**src/hw/mmc_params.svh**
```systemverilog
// Constants for the matched-memory cycle controller.
`ifndef MMC_PARAMS_SVH
`define MMC_PARAMS_SVH
`define MMC_CLK_PERIOD_PS 10000
`define MMC_PROC_CLK_PS 62500
`define MMC_PROC_CLK_CYC ((`MMC_PROC_CLK_PS + `MMC_CLK_PERIOD_PS - 1) / `MMC_CLK_PERIOD_PS)
`define MMC_FAST_MIN_CLKS 3
`define MMC_DEFAULT_MIN_CLKS 4
`define MMC_CNT_W 4
`endif

```
**src/hw/mmc_pkg.sv**
```systemverilog
// Types shared by the matched-memory cycle controller.
package mmc_pkg;
  typedef enum logic [2:0] {
    MMC_IDLE,
    MMC_STATUS,
    MMC_COMMAND,
    MMC_DEFAULT_CMD,
    MMC_END
  } mmc_state_e;
  typedef struct packed {
    logic proc_cycle;
    logic memory_io;
    logic status_active;
  } mmc_req_s;
  typedef struct packed {
    logic fast_cycle_capable_n;
    logic address_latch_strobe_n;
    logic command_strobe_n;
    logic fast_command_n;
  } mmc_bus_s;
endpackage : mmc_pkg

```
**src/hw/mmc_tick.sv**
```systemverilog
// Divider that marks the end of each processor clock state.
`timescale 1ns/1ps
`include "mmc_params.svh"
module mmc_tick #(
  parameter int unsigned DIV = `MMC_PROC_CLK_CYC
) (
  // Clock and reset
  input wire logic clk_i,
  input wire logic rst_n_i,
  // Control
  input wire logic restart_i,
  output logic tick_o
);
  typedef struct packed {
    logic [7:0] cnt;
  } mmc_tick_st_s;
  mmc_tick_st_s st;
  mmc_tick_st_s next_st;
  localparam logic [7:0] LAST = 8'(DIV - 1);
  always_comb begin
    next_st = st;
    if (restart_i || st.cnt == LAST) begin
      next_st.cnt = 8'h00;
    end else begin
      next_st.cnt = st.cnt + 8'h01;
    end
  end
  always_ff @(posedge clk_i or negedge rst_n_i) begin
    if (!rst_n_i) begin
      st <= '0;
    end else begin
      st <= next_st;
    end
  end
  assign tick_o = (st.cnt == LAST) && !restart_i;
endmodule : mmc_tick

```
**src/hw/mmc_ctrl.sv**
```systemverilog
// Matched-memory cycle controller on the system-board side.
`timescale 1ns/1ps
`include "mmc_params.svh"
////////////////////////////////////////////////////////////////////////////////
// Functional notes
// - Assert fast-cycle-capable line whenever the processor is the master.
// - Ignore requests from 8-bit slaves or outside processor cycles.
// - Keep address latch and normal command inactive during fast cycles.
// - Only the processor masters fast cycles; others get ordinary cycles.
// - OR all connector request inputs into one request.
// - Fast command strobe only in processor cycles; its end ends cycle.
// - Fast cycles only with 16- or 32-bit slaves.
// - Fast cycle at least 3 clocks, default cycle at least 4 clocks.
// - Address, byte enables and definition valid in the first clock.
// - Either status bit starts the cycle; status state then command state.
// - Repeat command state while channel ready is inactive.
// - Returned request gives fast command; otherwise default cycle.
// - Cycle type chosen fresh each cycle with no carried state.
// - Extend the cycle until channel ready is sampled active.
module mmc_ctrl #(
  parameter int unsigned CONNECTORS = 3
) (
  // Clock and reset
  input wire logic clk_i,
  input wire logic rst_n_i,
  // Processor side
  input wire logic [1:0] status_n_i,
  input wire logic proc_master_i,
  input wire logic memory_io_i,
  output logic cycle_done_o,
  output logic fast_done_o,
  // Channel side
  input wire logic [CONNECTORS-1:0] fast_cycle_request_n_i,
  input wire logic slave_width_indicator_n_i,
  input wire logic channel_ready_i,
  output mmc_pkg::mmc_bus_s bus_o
);
  typedef struct packed {
    mmc_pkg::mmc_state_e state;
    logic fast;
    logic [`MMC_CNT_W-1:0] clks;
    logic latch_seen;
    logic [7:0] span;
  } mmc_st_s;
  mmc_st_s st;
  mmc_st_s next_st;
  logic tick;
  logic start;
  logic request;
  logic done;
  localparam int CNT_W = `MMC_CNT_W;
  localparam logic [`MMC_CNT_W-1:0] FAST_MIN = CNT_W'(`MMC_FAST_MIN_CLKS);
  localparam logic [`MMC_CNT_W-1:0] DEF_MIN = CNT_W'(`MMC_DEFAULT_MIN_CLKS);
  // Shortest legal spans in system clocks, counted from the edge that starts a cycle.
  localparam logic [7:0] FAST_SPAN = 8'(`MMC_FAST_MIN_CLKS * `MMC_PROC_CLK_CYC - 1);
  localparam logic [7:0] DEF_SPAN = 8'(`MMC_DEFAULT_MIN_CLKS * `MMC_PROC_CLK_CYC - 1);
  ////////////////////////////////////////////////////////////////////////////////
  assign start = (st.state == mmc_pkg::MMC_IDLE) && (status_n_i != 2'b11);
  assign request = !(&fast_cycle_request_n_i);
  logic fast_pick;
  // Once the latch strobe has gone out in this status state the cycle stays a default one,
  // so a late request can never pull the latch strobe into a fast cycle.
  assign fast_pick = request && proc_master_i && !slave_width_indicator_n_i
    && !st.latch_seen;
  // Processor timing restarts on each status so the state grid aligns with the cycle.
  mmc_tick #(
    .DIV(`MMC_PROC_CLK_CYC)
  ) u_tick (
    .clk_i(clk_i),
    .rst_n_i(rst_n_i),
    .restart_i(start),
    .tick_o(tick)
  );
  always_comb begin
    next_st = st;
    done = 1'b0;
    // The span counter only feeds the length checks, so it simply saturates when idle.
    if (st.span != 8'hff) begin
      next_st.span = st.span + 8'h01;
    end
    unique case (st.state)
      mmc_pkg::MMC_IDLE: begin
        if (start) begin
          next_st.state = mmc_pkg::MMC_STATUS;
          next_st.clks = '0;
          next_st.fast = 1'b0;
          next_st.latch_seen = 1'b0;
          next_st.span = 8'h00;
        end
      end
      mmc_pkg::MMC_STATUS: begin
        if (!fast_pick) begin
          next_st.latch_seen = 1'b1;
        end
        if (tick) begin
          next_st.clks = st.clks + 1'b1;
          // Narrow slaves and other masters fall back to the default cycle.
          next_st.fast = fast_pick;
          next_st.state = (next_st.fast) ? mmc_pkg::MMC_COMMAND : mmc_pkg::MMC_DEFAULT_CMD;
        end
      end
      mmc_pkg::MMC_COMMAND, mmc_pkg::MMC_DEFAULT_CMD: begin
        if (tick) begin
          if (st.clks != 4'hf) begin
            next_st.clks = st.clks + 1'b1;
          end
          // Ready is only looked at on the processor state boundary.
          // The wait count saturates, so the test avoids an increment that could wrap to zero.
          if (channel_ready_i &&
              st.clks >= (st.fast ? FAST_MIN - 4'h2 : DEF_MIN - 4'h2)) begin
            next_st.state = mmc_pkg::MMC_END;
          end
        end
      end
      mmc_pkg::MMC_END: begin
        if (tick) begin
          done = 1'b1;
          next_st.state = mmc_pkg::MMC_IDLE;
        end
      end
    endcase
  end
  always_ff @(posedge clk_i or negedge rst_n_i) begin
    if (!rst_n_i) begin
      st <= '{state: mmc_pkg::MMC_IDLE, fast: 1'b0, clks: '0, latch_seen: 1'b0, span: 8'h00};
    end else begin
      st <= next_st;
    end
  end
  ////////////////////////////////////////////////////////////////////////////////
  logic in_cmd;
  assign in_cmd = (st.state == mmc_pkg::MMC_COMMAND) || (st.state == mmc_pkg::MMC_DEFAULT_CMD);
  assign bus_o.fast_cycle_capable_n = !proc_master_i;
  assign bus_o.fast_command_n = !(in_cmd && st.fast && proc_master_i);
  assign bus_o.address_latch_strobe_n =
    !(st.state == mmc_pkg::MMC_STATUS && !fast_pick);
  assign bus_o.command_strobe_n = !(in_cmd && !st.fast);
  assign cycle_done_o = done;
  assign fast_done_o = done && st.fast;
  ////////////////////////////////////////////////////////////////////////////////
  // Strobe checks, checks on the choice of cycle and length checks follow, mixed in no fixed order.
  a_fast_no_cmd: assert property (@(posedge clk_i) disable iff (!rst_n_i)
    !bus_o.fast_command_n |-> bus_o.command_strobe_n && bus_o.address_latch_strobe_n)
    else $error("Normal strobes active during fast cycle.");
  a_fast_no_latch: assert property (@(posedge clk_i) disable iff (!rst_n_i)
    !bus_o.fast_command_n |-> !st.latch_seen)
    else $error("Latch strobe went out earlier in a fast cycle.");
  a_fast_only_proc: assert property (@(posedge clk_i) disable iff (!rst_n_i)
    !bus_o.fast_command_n |-> proc_master_i)
    else $error("Fast command without processor master.");
  a_other_master: assert property (@(posedge clk_i) disable iff (!rst_n_i)
    (st.state == mmc_pkg::MMC_STATUS && tick && !proc_master_i) |=> !st.fast)
    else $error("Other master got a fast cycle.");
  a_capable_line: assert property (@(posedge clk_i) disable iff (!rst_n_i)
    proc_master_i |-> !bus_o.fast_cycle_capable_n)
    else $error("Capable line not asserted.");
  a_capable_off: assert property (@(posedge clk_i) disable iff (!rst_n_i)
    !proc_master_i |-> bus_o.fast_cycle_capable_n)
    else $error("Capable line asserted for another master.");
  a_narrow_default: assert property (@(posedge clk_i) disable iff (!rst_n_i)
    (st.state == mmc_pkg::MMC_STATUS && tick && slave_width_indicator_n_i)
      |=> !st.fast)
    else $error("Narrow slave got fast cycle.");
  a_narrow_latch: assert property (@(posedge clk_i) disable iff (!rst_n_i)
    (st.state == mmc_pkg::MMC_STATUS && slave_width_indicator_n_i)
      |-> !bus_o.address_latch_strobe_n)
    else $error("Narrow slave cycle without latch strobe.");
  a_wait_holds: assert property (@(posedge clk_i) disable iff (!rst_n_i)
    (in_cmd && tick && !channel_ready_i) |=> in_cmd)
    else $error("Cycle ended while not ready.");
  a_hold_off_tick: assert property (@(posedge clk_i) disable iff (!rst_n_i)
    (in_cmd && !tick) |=> in_cmd)
    else $error("Command state left between processor clocks.");
  a_fast_ready_end: assert property (@(posedge clk_i) disable iff (!rst_n_i)
    (st.state == mmc_pkg::MMC_COMMAND && tick && channel_ready_i)
      |=> st.state == mmc_pkg::MMC_END)
    else $error("Fast cycle not finished on ready.");
  a_default_ready_end: assert property (@(posedge clk_i) disable iff (!rst_n_i)
    (st.state == mmc_pkg::MMC_DEFAULT_CMD && tick && channel_ready_i
      && st.clks >= DEF_MIN - 4'h2) |=> st.state == mmc_pkg::MMC_END)
    else $error("Default cycle not finished on ready.");
  a_or_request: assert property (@(posedge clk_i) disable iff (!rst_n_i)
    (st.state == mmc_pkg::MMC_STATUS && tick && !(&fast_cycle_request_n_i) && !st.latch_seen
      && proc_master_i && !slave_width_indicator_n_i) |=> st.fast)
    else $error("Request from one connector not honoured.");
  a_request_needed: assert property (@(posedge clk_i) disable iff (!rst_n_i)
    (st.state == mmc_pkg::MMC_STATUS && tick && !request) |=> !st.fast)
    else $error("Fast cycle without a request.");
  a_default_pick: assert property (@(posedge clk_i) disable iff (!rst_n_i)
    (st.state == mmc_pkg::MMC_STATUS && tick && !fast_pick)
      |=> st.state == mmc_pkg::MMC_DEFAULT_CMD)
    else $error("Default cycle not entered.");
  a_default_strobe: assert property (@(posedge clk_i) disable iff (!rst_n_i)
    st.state == mmc_pkg::MMC_DEFAULT_CMD |-> !bus_o.command_strobe_n && bus_o.fast_command_n)
    else $error("Wrong strobe in default command state.");
  a_fast_strobe: assert property (@(posedge clk_i) disable iff (!rst_n_i)
    (st.state == mmc_pkg::MMC_COMMAND && proc_master_i) |-> !bus_o.fast_command_n)
    else $error("Fast command strobe missing in fast command state.");
  a_end_quiet: assert property (@(posedge clk_i) disable iff (!rst_n_i)
    st.state == mmc_pkg::MMC_END |-> bus_o.fast_command_n && bus_o.command_strobe_n)
    else $error("Command strobe still active at cycle end.");
  a_status_first: assert property (@(posedge clk_i) disable iff (!rst_n_i)
    start |=> st.state == mmc_pkg::MMC_STATUS)
    else $error("Status state did not follow start.");
  a_status_span: assert property (@(posedge clk_i) disable iff (!rst_n_i)
    start |=> (st.state == mmc_pkg::MMC_STATUS) [*7])
    else $error("Status state shorter than one processor clock.");
  a_fresh_choice: assert property (@(posedge clk_i) disable iff (!rst_n_i)
    start |=> !st.fast && !st.latch_seen)
    else $error("Cycle choice carried over from the last cycle.");
  a_fast_min_len: assert property (@(posedge clk_i) disable iff (!rst_n_i)
    fast_done_o |-> st.clks >= FAST_MIN - 1'b1)
    else $error("Fast cycle too short.");
  a_fast_span: assert property (@(posedge clk_i) disable iff (!rst_n_i)
    fast_done_o |-> st.span >= FAST_SPAN)
    else $error("Fast cycle shorter than its minimum span.");
  a_default_span: assert property (@(posedge clk_i) disable iff (!rst_n_i)
    (cycle_done_o && !st.fast) |-> st.span >= DEF_SPAN)
    else $error("Default cycle shorter than its minimum span.");
  a_done_pulse: assert property (@(posedge clk_i) disable iff (!rst_n_i)
    cycle_done_o |=> st.state == mmc_pkg::MMC_IDLE && !cycle_done_o)
    else $error("Cycle end pulse longer than one clock.");
endmodule : mmc_ctrl

```
**config.mk**
```make
export PLATFORM = sky130hd
export DESIGN_NAME = mmc_ctrl
export DESIGN_NICKNAME = d
export VERILOG_FILES = /design/src/hw/mmc_pkg.sv /design/src/hw/mmc_tick.sv /design/src/hw/mmc_ctrl.sv
export VERILOG_INCLUDE_DIRS = /design/src /design/src/hw
export SDC_FILE = /design/constraint.sdc
export NUM_CORES = 1
export LEC_CHECK = 0
export ABC_AREA = 1
export ABC_CLOCK_PERIOD_IN_PS = 2810
export CORE_UTILIZATION = 28
export CTS_CLUSTER_SIZE = 20
export DETAILED_ROUTE_END_ITERATION = 6
export DONT_BUFFER_PORTS = 1
export GPL_ROUTABILITY_DRIVEN = 0
export HOLD_SLACK_MARGIN = 0.06
export PLACE_DENSITY = 0.46
export SLEW_MARGIN = 20
export SYNTH_ARGS = -nofsm -noshare
export SYNTH_HDL_FRONTEND = slang
export SYNTH_HIERARCHICAL = 1
export SYNTH_SLANG_ARGS = --single-unit
```
**constraint.sdc**
```tcl
create_clock -name clk_i -period 2.81 [get_ports clk_i]
set_clock_uncertainty 0.15 [all_clocks]
set_input_delay 0.1405 -clock clk_i [delete_from_list [all_inputs] [get_ports clk_i]]
set_output_delay 0.1405 -clock clk_i [all_outputs]
set_load 0.02 [all_outputs]
```
==> results of run 1 <==
[kinds of logic (layout without fill, tap and decap cells)]
kind of cell,Yosys count,in the layout,synth area share (%)
buf+inv,19,30,6.66
compound gates,13,13,8.18
simple gates,93,93,36.3
xor+xnor,4,4,3.27
fa+ha+maj,5,5,5.84
flops,17,17,39.7
[cell usage after synthesis]
cell type and instances:
nand2_1 45, nor2_1 26, inv_1 19, dfrtp_1 17
nand3_1 15, o21ai_0 6, ha_1 5, xor2_1 3
a21oi_1 2, nand2_2 2, nand3b_1 2, nor3_1 2
o21bai_1 2, a21oi_2 1, nand3_2 1, o21ai_1 1
o21bai_4 1, xnor2_1 1
[critical path, stage by stage (launching register included)]
cell and delay (ps):
dfrtp_1 410, inv_1 90, ha_1 140, nand3_1 150
nor3_1 330, inv_1 190, nor3_1 210, buf_4 170
[routing by layer]
metal	global-route usage [%]	vias up
met2	22.1	17
met4	5.11	0
met3	3.21	5
li1	-	494
met5	0	-
met1	14.6	409
[registers in the layout, indices dropped and copies added, names as in the netlist]
name and flops:
st 9, u_tick/st 8
[worst paths after layout]
path	endpoint
worst max-delay path	fast_done_o
worst min-delay path	st[13]$_DFFE_PN0P_
worst max register to register	st[14]$_DFFE_PN0P_
worst min register to register	u_tick/st[0]$_DFF_PN0_
max in group asynchronous	u_tick/st[3]$_DFF_PN0_
min in group asynchronous	u_tick/st[1]$_DFF_PN0_
[through the flow]
step	worst slack (ps)	instances	utilization [%]	hold WS (ps)
after floorplan	843	151	-	-305
after global placement	815	200	31.1	-304
after detailed placement	820	200	31.1	-304
after CTS	536	210	34.0	65.9
after global routing	377	210	34.0	107
final	575	210	34.0	75.3
[layout by cell type (no fill, tap or decap)]
master | netlist | routed
a21oi_1 | 2 | 2
inv_1 | 19 | 19
nand2_1 | 45 | 45
nand2_2 | 2 | 2
nand3_1 | 15 | 15
o21bai_4 | 1 | 1
nor3_1 | 2 | 2
dlygate4sd3_1 | 0 | 6
nand3b_1 | 2 | 2
o21bai_1 | 2 | 2
clkbuf_8 | 0 | 3
dfrtp_1 | 17 | 17
nor2_1 | 26 | 26
a21oi_2 | 1 | 1
clkbuf_1 | 0 | 1
ha_1 | 5 | 5
buf_4 | 0 | 1
xor2_1 | 3 | 3
o21ai_0 | 6 | 6
xnor2_1 | 1 | 1
o21ai_1 | 1 | 1
nand3_2 | 1 | 1
[power by group through the flow]
stage          sequential (mW)  combinational, mW  clock (mW)
2_1_floorplan            0.411              0.525           0
3_3_place_gp             0.435              0.626           0
3_5_place_dp             0.438              0.630           0
4_1_cts                  0.433              0.656       0.195
5_1_grt                  0.450              0.758       0.204
6_report                 0.434              0.646       0.184
[cell type report]
type	count	area [µm²]
multi-input cells	115	574
repair buffers	7	67.6
inverters	19	71.3
well taps	48	60.1
flip-flops and latches	17	425
fillers	409	2420
clock buffers	4	45.0
==> run summary, run 1 <==
Final TNS setup = 0 ps
net switching power figure = 598 µW
initial antenna violation count = 0
register share of total power = 34.3%
largest net degree at the start of global routing = 18
clock share of power = 14.5%
max_slew headroom = 47.9%
Tot GR Track Use = 12.6%
global-route wire length before repair = 3.98 mm
WL met3 = 84 µm
Slew @ Worst Pin = 779 ps
Reg2Reg Setup Slack = 820 ps
Clock Root Buffer = clkbuf_8
DR top layer = met4
worst hold path type = in -> reg
PwrDens = 1020 nW/µm²
nets = 179
DRT Pass-1 Iters = 4
CP required = 2520 ps
worst IR drop on VDD = 436 µV
DRC = 0
worst reg2reg path depth = 9
fin crit share = 79.5%
Worst EP arrival = 1940 ps
chip width = 63.8 µm
Vias/cell = 4.40
H-tree lvl count = 1
total core area = 3660 µm²
largest area contributor in the netlist = dfrtp_1
Die Span Y = 63.8 µm
CTS Sinks = 17
Switching Fraction = 47.3%
syn_nets = 167
Num CTS Buffers = 3
PortBufs = 0
DR vias = 925
final wirelength = 2.18 mm
Final ANT Viol Nets = 0
met2 WL post-DR = 1.04 mm
Avg Cell Area, Syn = 7.09 µm²
Max-Cap Viols = 0
Seq/Total Area, Yosys = 39.7%
vias in the first global route = 939
hold depth = 5
Die Area = 4080 µm²
synth-to-layout area growth = 16.1%
routed length per placed instance = 10.4 µm
Post-CTS Setup Bufs = 0
ANT cells = 0
RSZ-0062 raised after global routing = no
Hold Crit Start = slave_width_indicator_n_i
IO Pins = 17
placed inst area = 1140 µm²
top post-synthesis cells by area = dfrtp_1 (40%), nand2_1 (16%), nor2_1 (9.1%), nand3_1 (7.0%), inv_1 (6.7%)
outcome = complete, no violations
crit end category = output pin
grt total ovfl = 0
critical path launch point = u_tick/st[0]$_DFF_PN0_
max-slew violations = 0
TritonCTS clock tree = done
clk slew on worst S/H paths = 60 ps
Core Rows = 22
post-synth top area share = 39.7%
Netlist cell types = 18
final instance area = 1240 µm²
layout cell share with drive strength beyond 1 = 5.56%
#FFs+latches synth = 17
Combinational Power Share = 51.2%
Final Total Pwr = 1.26 mW
DRT met1 WL = 1.02 mm
initial core utilization = 29.3%
Lkg Pwr = 0.620 nW
crit path time final = 2240 ps
Detailed Route Iter0 Violations = 22
CTS resizes = 0
DP HPWL = 1.66 mm
Setup Crit Path Kind = reg -> out
Int Pwr = 666 µW
Hold Vio Cnt, Final = 0
Mapped Area = 1070 µm²
Yosys warnings = 6
Startpoint Class = flop
fmax = 0.447 GHz
clk buf depth = 2
launch point of the worst reg-to-reg path = u_tick/st[0]$_DFF_PN0_
Clk Latency, worst-skew pair = 250 ps
hold-fix buffers at CTS = 6
Worst Path Max Fanout = 6
final setup fails = 0
Post-Synthesis Cells = 151
No activity file was read; power rests on OpenSTA's default activity.
==> run 2, diff against run 1 <==
--- a/config.mk
+++ b/config.mk
@@ -6,8 +6,8 @@
 export SDC_FILE = /design/constraint.sdc
 export NUM_CORES = 1
 export LEC_CHECK = 0
-export ABC_AREA = 1
-export ABC_CLOCK_PERIOD_IN_PS = 2810
+export ABC_AREA = 0
+export ABC_CLOCK_PERIOD_IN_PS = 2300
 export CORE_UTILIZATION = 28
 export CTS_CLUSTER_SIZE = 20
 export DETAILED_ROUTE_END_ITERATION = 6
==> constraint.sdc (replaced) <==
create_clock -name clk_i -period 2.3 [get_ports clk_i]
set_clock_uncertainty 0.15 [all_clocks]
set_input_delay 0.115 -clock clk_i [delete_from_list [all_inputs] [get_ports clk_i]]
set_output_delay 0.115 -clock clk_i [all_outputs]
set_load 0.02 [all_outputs]
==> run 2 against run 1 <==
Compared with the run above: flip-flop and latch count unchanged; critical path depth is the same; via count is 10% lower; synthesized cell count down 28%; cell count is 19% lower; critical endpoint is now st[9]$_DFFE_PN0P_.
==> run summary, run 2 <==
outcome = complete, no violations
Lkg Pwr = 0.559 nW (-9.9%)
#FFs+latches synth = 17 (unchanged)
Reg2Reg Setup Slack = 130 ps (-690 ps)
Setup Crit Path Kind = reg -> reg
fin crit share = 94.2%
worst reg2reg path depth = 7 (-2)
crit end category = flop
Num CTS Buffers = 3 (unchanged)
clk buf depth = 2 (unchanged)
Inst Count DP = 163 (-19%)
final wirelength = 2.13 mm (-2.3%)
Post-Synthesis Cells = 109 (-28%)
Max-Cap Viols = 0 (unchanged)
largest area contributor in the netlist = dfrtp_1
PortBufs = 0 (unchanged)
post-synth top area share = 40.5% (+0.76 points)
PwrDens = 1250 nW/µm² (+23%)
Layout Utilization = 36.0% (+2.0 points)
Mapped Area = 1050 µm² (-1.9%)
ANT cells = 0 (unchanged)
launch point of the worst reg-to-reg path = st[14]$_DFFE_PN0P_
Hold Crit Start = status_n_i[0]
Hold Vio Cnt, Final = 0 (unchanged)
initial core utilization = 30.3% (+1.0 points)
top post-synthesis cells by area = dfrtp_1 (40%), ha_1 (6.0%), nor2_1 (4.3%), a211oi_2 (3.6%), nand2_1 (3.2%)
cell family with most CP delay = simple AND/OR/NAND/NOR gates
Startpoint Class = flop
Die Area = 4000 µm² (-1.8%)
Avg Cell Area, Syn = 9.64 µm² (+36%)
Seq/Total Area, Yosys = 40.5% (+0.76 points)
Tot GR Track Use = 12.0% (-0.67 points)
placed inst area = 1170 µm² (+2.7%)
end point of the worst hold path = st[8]$_DFFE_PN0P_
Worst Path Max Fanout = 4 (-2)
hold depth = 4 (-1)
worst path cell trace = or2_4 > nor3b_2 > nor2_2 > or2b_1 > o211a_1 > or2_4 > mux2_4
Post-synth ARST share = 100% (unchanged)
Worst EP arrival = 2160 ps (+220 ps)
Netlist cell types = 41 (+23)
Clk Latency, worst-skew pair = 250 ps (about the same)
CTS Sinks = 17 (unchanged)
DRC = 0 (unchanged)
clk slew on worst S/H paths = 70 ps (about the same)
DP HPWL = 1.57 mm (-5.3%)
total core area = 3470 µm² (-5.3%)
CP bufs+invs = 0 (-3)
worst IR drop on VDD = 316 µV (-28%)
global-route wire length before repair = 3.74 mm (-6.1%)
grt total ovfl = 0 (unchanged)
synth cell count leaders = dfrtp_1 (17), nor2_1 (12), nand2_1 (9), nand3_1 (6)
worst hold path type = in -> reg
TritonCTS clock tree = done
Top reg by flops = st
max-slew violations = 0 (unchanged)
DRT Pass-1 Iters = 3 (-1)
Post-synth EDFFs = 0 (unchanged)
max FFs per register = 9 (unchanged)
synth-to-layout area growth = 18.7%
main flop type after synthesis = dfrtp_1
H-tree lvl count = 1 (unchanged)
Die Span Y = 63.3 µm (-0.91%)
Final ANT Viol Nets = 0 (unchanged)
vias in the first global route = 823 (-12%)
Post-CTS Setup Bufs = 0 (unchanged)
slowest CP cell = dfrtp_1
RSZ-0062 raised after global routing = no
largest net degree at the start of global routing = 18 (unchanged)
Top Registers = st: 9 flops, u_tick/st: 8 flops
max_slew headroom = 46.0% (-1.9 points)
most frequent cells in the layout = dfrtp_1 (17), nor2_1 (11), buf_4 (10)
Detailed Route Iter0 Violations = 50 (+130%)
chip width = 63.3 µm (-0.91%)
CP dominant cell by count = or2_4
final setup fails = 0 (unchanged)
FF-to-FF End = st[9]$_DFFE_PN0P_
count leader, synth = dfrtp_1
DR vias = 828 (-10%)
final instance area = 1250 µm² (+0.30%)
IO Pins = 17 (unchanged)
Clock Root Buffer = clkbuf_8
most common cell after layout, fill and taps aside = dfrtp_1
CP required = 2290 ps (-230 ps)
syn_nets = 125 (-25%)
crit path time final = 2170 ps
initial antenna violation count = 0 (unchanged)
fmax = 0.462 GHz
CP max stage delay = 380 ps (-30 ps)
layout cell share with drive strength beyond 1 = 22.6% (+17 points)
Final TNS setup = 0 ps (unchanged)
Vias/cell = 4.87 (+11%)
nets = 141 (-21%)
routed length per placed instance = 12.5 µm (+21%)
post-route non-filler standard cell count = 170 (-19%)
Yosys warnings = 6 (unchanged)
Slew @ Worst Pin = 807 ps (+28.3 ps)
Core Rows = 21 (-4.5%)
[run 2: cells by family after synthesis]
logic type	after synthesis	synth area share, %
xor gates and xnor gates	3	2.50
and+or+nand+nor	50	25.6
adders and majority gates	5	5.95
buffers and inverters	7	3.57
DFF	17	40.5
AOI/OAI and AO/OA	24	18.1
muxes	3	3.81
[run 2: what timing repair did]
| item | 4_1_cts | 5_1_grt |
|---|---|---|
| hold endpoints to repair | 19 | 0 |
| resized for setup | 0 | 1 |
| hold buffers | 3 | 0 |
| setup endpoints to repair | 0 | 2 |
[run 2: area by class of cell]
type | instances | area, µm²
clock buffers | 4 | 45.0
fillers | 364 | 2220
inverters | 5 | 18.8
multi-input cells | 85 | 596
flip-flops and latches | 17 | 425
well taps | 46 | 57.6
repair buffers | 13 | 105
[run 2: where the power goes]
part	internal (mW)	switching (mW)	leakage, nW
Combinational	0.403	0.430	0.321
Clock	0.123	0.102	0.0228
Sequential	0.410	0.0972	0.215
Total	0.935	0.629	0.559
[run 2: through the flow]
stage	hold WS [ps]	setup WS, ps	total power, mW
2_1_floorplan	-331	18.9	1.12
3_3_place_gp	-330	140	1.34
3_5_place_dp	-330	140	1.34
4_1_cts	65.5	124	1.59
5_1_grt	119	7.38	1.72
6_report	81.0	134	1.56
[run 2: layer usage]
metal | up-vias | global-route usage, % | share of wire, %
li1 | 425 | - | -
met1 | 383 | 14.3 | 48
met2 | 16 | 19.9 | 47
met3 | 4 | 3.99 | 4.3
met4 | 0 | 4.26 | 1.1
met5 | - | 0 | 0
[run 2: worst reg2reg max path, cell delays in order, from the launching register on]
cell and delay [ps]:
dfrtp_1 380, or2_4 280, nor3b_2 210, nor2_2 80, or2b_1 220, o211a_1 150, or2_4 290, mux2_4 300
[run 2: how the worst max path moves through the flow]
stage                                      start                 to  slack, ps  depth (start not counted)
after global routing      u_tick/st[1]$_DFF_PN0_  st[9]$_DFFE_PN0P_          7                          8
after CTS                     st[14]$_DFFE_PN0P_  st[9]$_DFFE_PN0P_        120                          7
after floorplan               st[14]$_DFFE_PN0P_  st[9]$_DFFE_PN0P_         20                          8
final                         st[14]$_DFFE_PN0P_  st[9]$_DFFE_PN0P_        130                          7
after global placement        st[14]$_DFFE_PN0P_  st[9]$_DFFE_PN0P_        140                          7
after detailed placement      st[14]$_DFFE_PN0P_  st[9]$_DFFE_PN0P_        140                          7
==> run 3, diff against run 2 <==
--- a/config.mk
+++ b/config.mk
@@ -14,6 +14,7 @@
 export DONT_BUFFER_PORTS = 1
 export GPL_ROUTABILITY_DRIVEN = 0
 export HOLD_SLACK_MARGIN = 0.06
+export MAX_ROUTING_LAYER = met4
 export PLACE_DENSITY = 0.46
 export SLEW_MARGIN = 20
 export SYNTH_ARGS = -nofsm -noshare
==> constraint.sdc (replaced) <==
create_clock -name clk_i -period 2.3 [get_ports clk_i]
set_clock_uncertainty 0.15 [all_clocks]
set_input_delay 0.345 -clock clk_i [delete_from_list [all_inputs] [get_ports clk_i]]
set_output_delay 0.345 -clock clk_i [all_outputs]
set_load 0.02 [all_outputs]
==> run 3 against run 2 <==
Compared with the run above: fmax is 4.6% lower; first-iteration DRC count stayed put; non-clock buffer count is 3 higher; cell count is 1.8% higher; via count is 4.0% higher; register-to-register slack worse by 100 ps; setup slack worse by 100 ps.
==> run summary, run 3 (synthesis results as in run 2) <==
nets = 144 (+2.1%)
DRC = 0 (unchanged)
most frequent cells in the layout = dfrtp_1 (17), buf_4 (14), nor2_1 (11)
hold depth = 2 (-2)
most common cell after layout, fill and taps aside = dfrtp_1
worst reg2reg path depth = 8 (+1)
Reg2Reg Setup Slack = 30 ps (-100 ps)
met1 global-route usage = 13.8% (-0.54 points)
Top reg by flops = st
TritonCTS clock tree = done
Register Area = 425 µm² (unchanged)
fmax = 0.441 GHz (-4.6%)
Final TNS setup = 0 ps (unchanged)
Core Rows = 21 (unchanged)
Die Area = 4000 µm² (unchanged)
Final Total Pwr = 1.64 mW (+5.0%)
PwrDens = 1270 nW/µm² (+1.4%)
routed length per placed instance = 12.7 µm (+1.4%)
Final ANT Viol Nets = 0 (unchanged)
end point of the worst hold path = st[13]$_DFFE_PN0P_
Vias/cell = 4.98 (+2.2%)
fin crit share = 98.7% (+4.5 points)
GR Util met3 = 3.80% (-0.18 points)
global-route wire length before repair = 3.71 mm (-0.91%)
grt total ovfl = 0 (unchanged)
Worst EP arrival = 2260 ps (+100 ps)
Top Registers = st: 9 flops, u_tick/st: 8 flops
Max-Cap Viols = 0 (unchanged)
RSZ-0062 raised after global routing = yes
layout cell share with drive strength beyond 1 = 29.1% (+6.6 points)
worst hold path type = in -> reg
CP dominant cell by count = or2_4
Clk Latency, worst-skew pair = 250 ps (about the same)
FF-to-FF End = st[9]$_DFFE_PN0P_
PortBufs = 0 (unchanged)
largest net degree at the start of global routing = 18 (unchanged)
Hold Crit Start = proc_master_i
filler cell count = 358 (-1.6%)
busiest layer in global routing = met2
vias in the first global route = 825 (+0.24%)
Clock Root Buffer = clkbuf_8
Worst Path Max Fanout = 4 (unchanged)
crit end category = flop
max FFs per register = 9 (unchanged)
outcome = complete, no violations
M2 GR Usage = 21.0% (+1.1 points)
ANT cells = 0 (unchanged)
DRT Pass-1 Iters = 4 (+1)
synth-to-layout area growth = 23.0%
DP HPWL = 1.57 mm (+0.41%)
Startpoint Class = flop
chip width = 63.3 µm (unchanged)
Setup Crit Path Kind = reg -> reg
Tot GR Track Use = 12.3% (+0.30 points)
Die Span Y = 63.3 µm (unchanged)
IO Pins = 17 (unchanged)
DR vias = 861 (+4.0%)
clk buf depth = 2 (unchanged)
Hold WS = 249 ps (+168 ps)
area occupied by multi-input gates = 619 µm² (+4.0%)
Slew @ Worst Pin = 794 ps (-12.8 ps)
launch point of the worst reg-to-reg path = st[15]$_DFFE_PN0P_
Lkg Pwr = 0.576 nW (+3.2%)
Num CTS Buffers = 3 (unchanged)
Layout Utilization = 37.3% (+1.3 points)
worst path cell trace = or2_4 > nor3b_4 > nor2_4 > buf_4 > or2b_1 > o211a_1 > or2_4 > mux2_4
slowest CP cell = dfrtp_1
Hold Vio Cnt, Final = 0 (unchanged)
clk slew on worst S/H paths = 70 ps (about the same)
Detailed Route Iter0 Violations = 50 (unchanged)
crit path time final = 2270 ps (+104 ps)
initial core utilization = 30.3% (unchanged)
max_slew headroom = 46.9% (+0.86 points)
H-tree lvl count = 1 (unchanged)
CTS Sinks = 17 (unchanged)
CP max stage delay = 370 ps (about the same)
total core area = 3470 µm² (unchanged)
initial antenna violation count = 0 (unchanged)
final wirelength = 2.20 mm (+3.2%)
CP required = 2290 ps (about the same)
worst IR drop on VDD = 348 µV (+10%)
final setup fails = 0 (unchanged)
max-slew violations = 0 (unchanged)
[run 3: metal layers]
layer	routed length, µm	share of wire [%]
met2	1060	48
met5	0	0
met3	91	4.1
met1	1030	47
met4	17	0.77
[run 3: worst max-delay path by stage]
stage	startpoint	end	cells after the start
2_1_floorplan	st[14]$_DFFE_PN0P_	st[9]$_DFFE_PN0P_	8
3_3_place_gp	st[14]$_DFFE_PN0P_	st[9]$_DFFE_PN0P_	7
3_5_place_dp	st[14]$_DFFE_PN0P_	st[9]$_DFFE_PN0P_	7
4_1_cts	u_tick/st[0]$_DFF_PN0_	fast_done_o	8
5_1_grt	u_tick/st[0]$_DFF_PN0_	fast_done_o	8
6_report	st[15]$_DFFE_PN0P_	st[9]$_DFFE_PN0P_	8
[run 3: area by class of cell]
| type | count | area share (%) |
|---|---|---|
| Multi-Input combinational cell | 85 | 47.9 |
| Tap cell | 46 | 4.45 |
| Inverter | 5 | 1.45 |
| Sequential cell | 17 | 32.9 |
| Clock buffer | 4 | 3.48 |
| Timing Repair Buffer | 16 | 9.78 |
[run 3: repair_timing]
| item | in CTS | in global routing |
|---|---|---|
| pin swaps | 0 | 4 |
| gates cloned | 0 | 0 |
| setup endpoints to repair | 1 | 2 |
| setup buffers | 0 | 5 |
| hold buffers | 1 | 0 |
| gates resized for setup | 3 | 6 |
| hold endpoints to repair | 17 | 0 |
[run 3: through the flow]
step,setup WS (ps),instance area [µm²],instances
2_1_floorplan,18.9,1060,109
3_3_place_gp,139,1170,163
3_5_place_dp,120,1170,163
4_1_cts,16.8,1230,168
5_1_grt,-49.6,1290,173
6_report,30.3,1290,173
[run 3: critical path: cells and delay by family (launching register included)]
family          cells  cell delay, ps
simple gates        5            1060
flops               1             370
compound gates      1             150
buf+inv             1             130
mux                 1             300
[run 3: report_power, final]
group | leakage [nW] | switching (mW) | total, mW | internal, mW
Combinational | 0.338 | 0.461 | 0.909 | 0.448
Clock | 0.0228 | 0.102 | 0.225 | 0.123
Sequential | 0.215 | 0.100 | 0.510 | 0.409
Total | 0.576 | 0.663 | 1.64 | 0.980
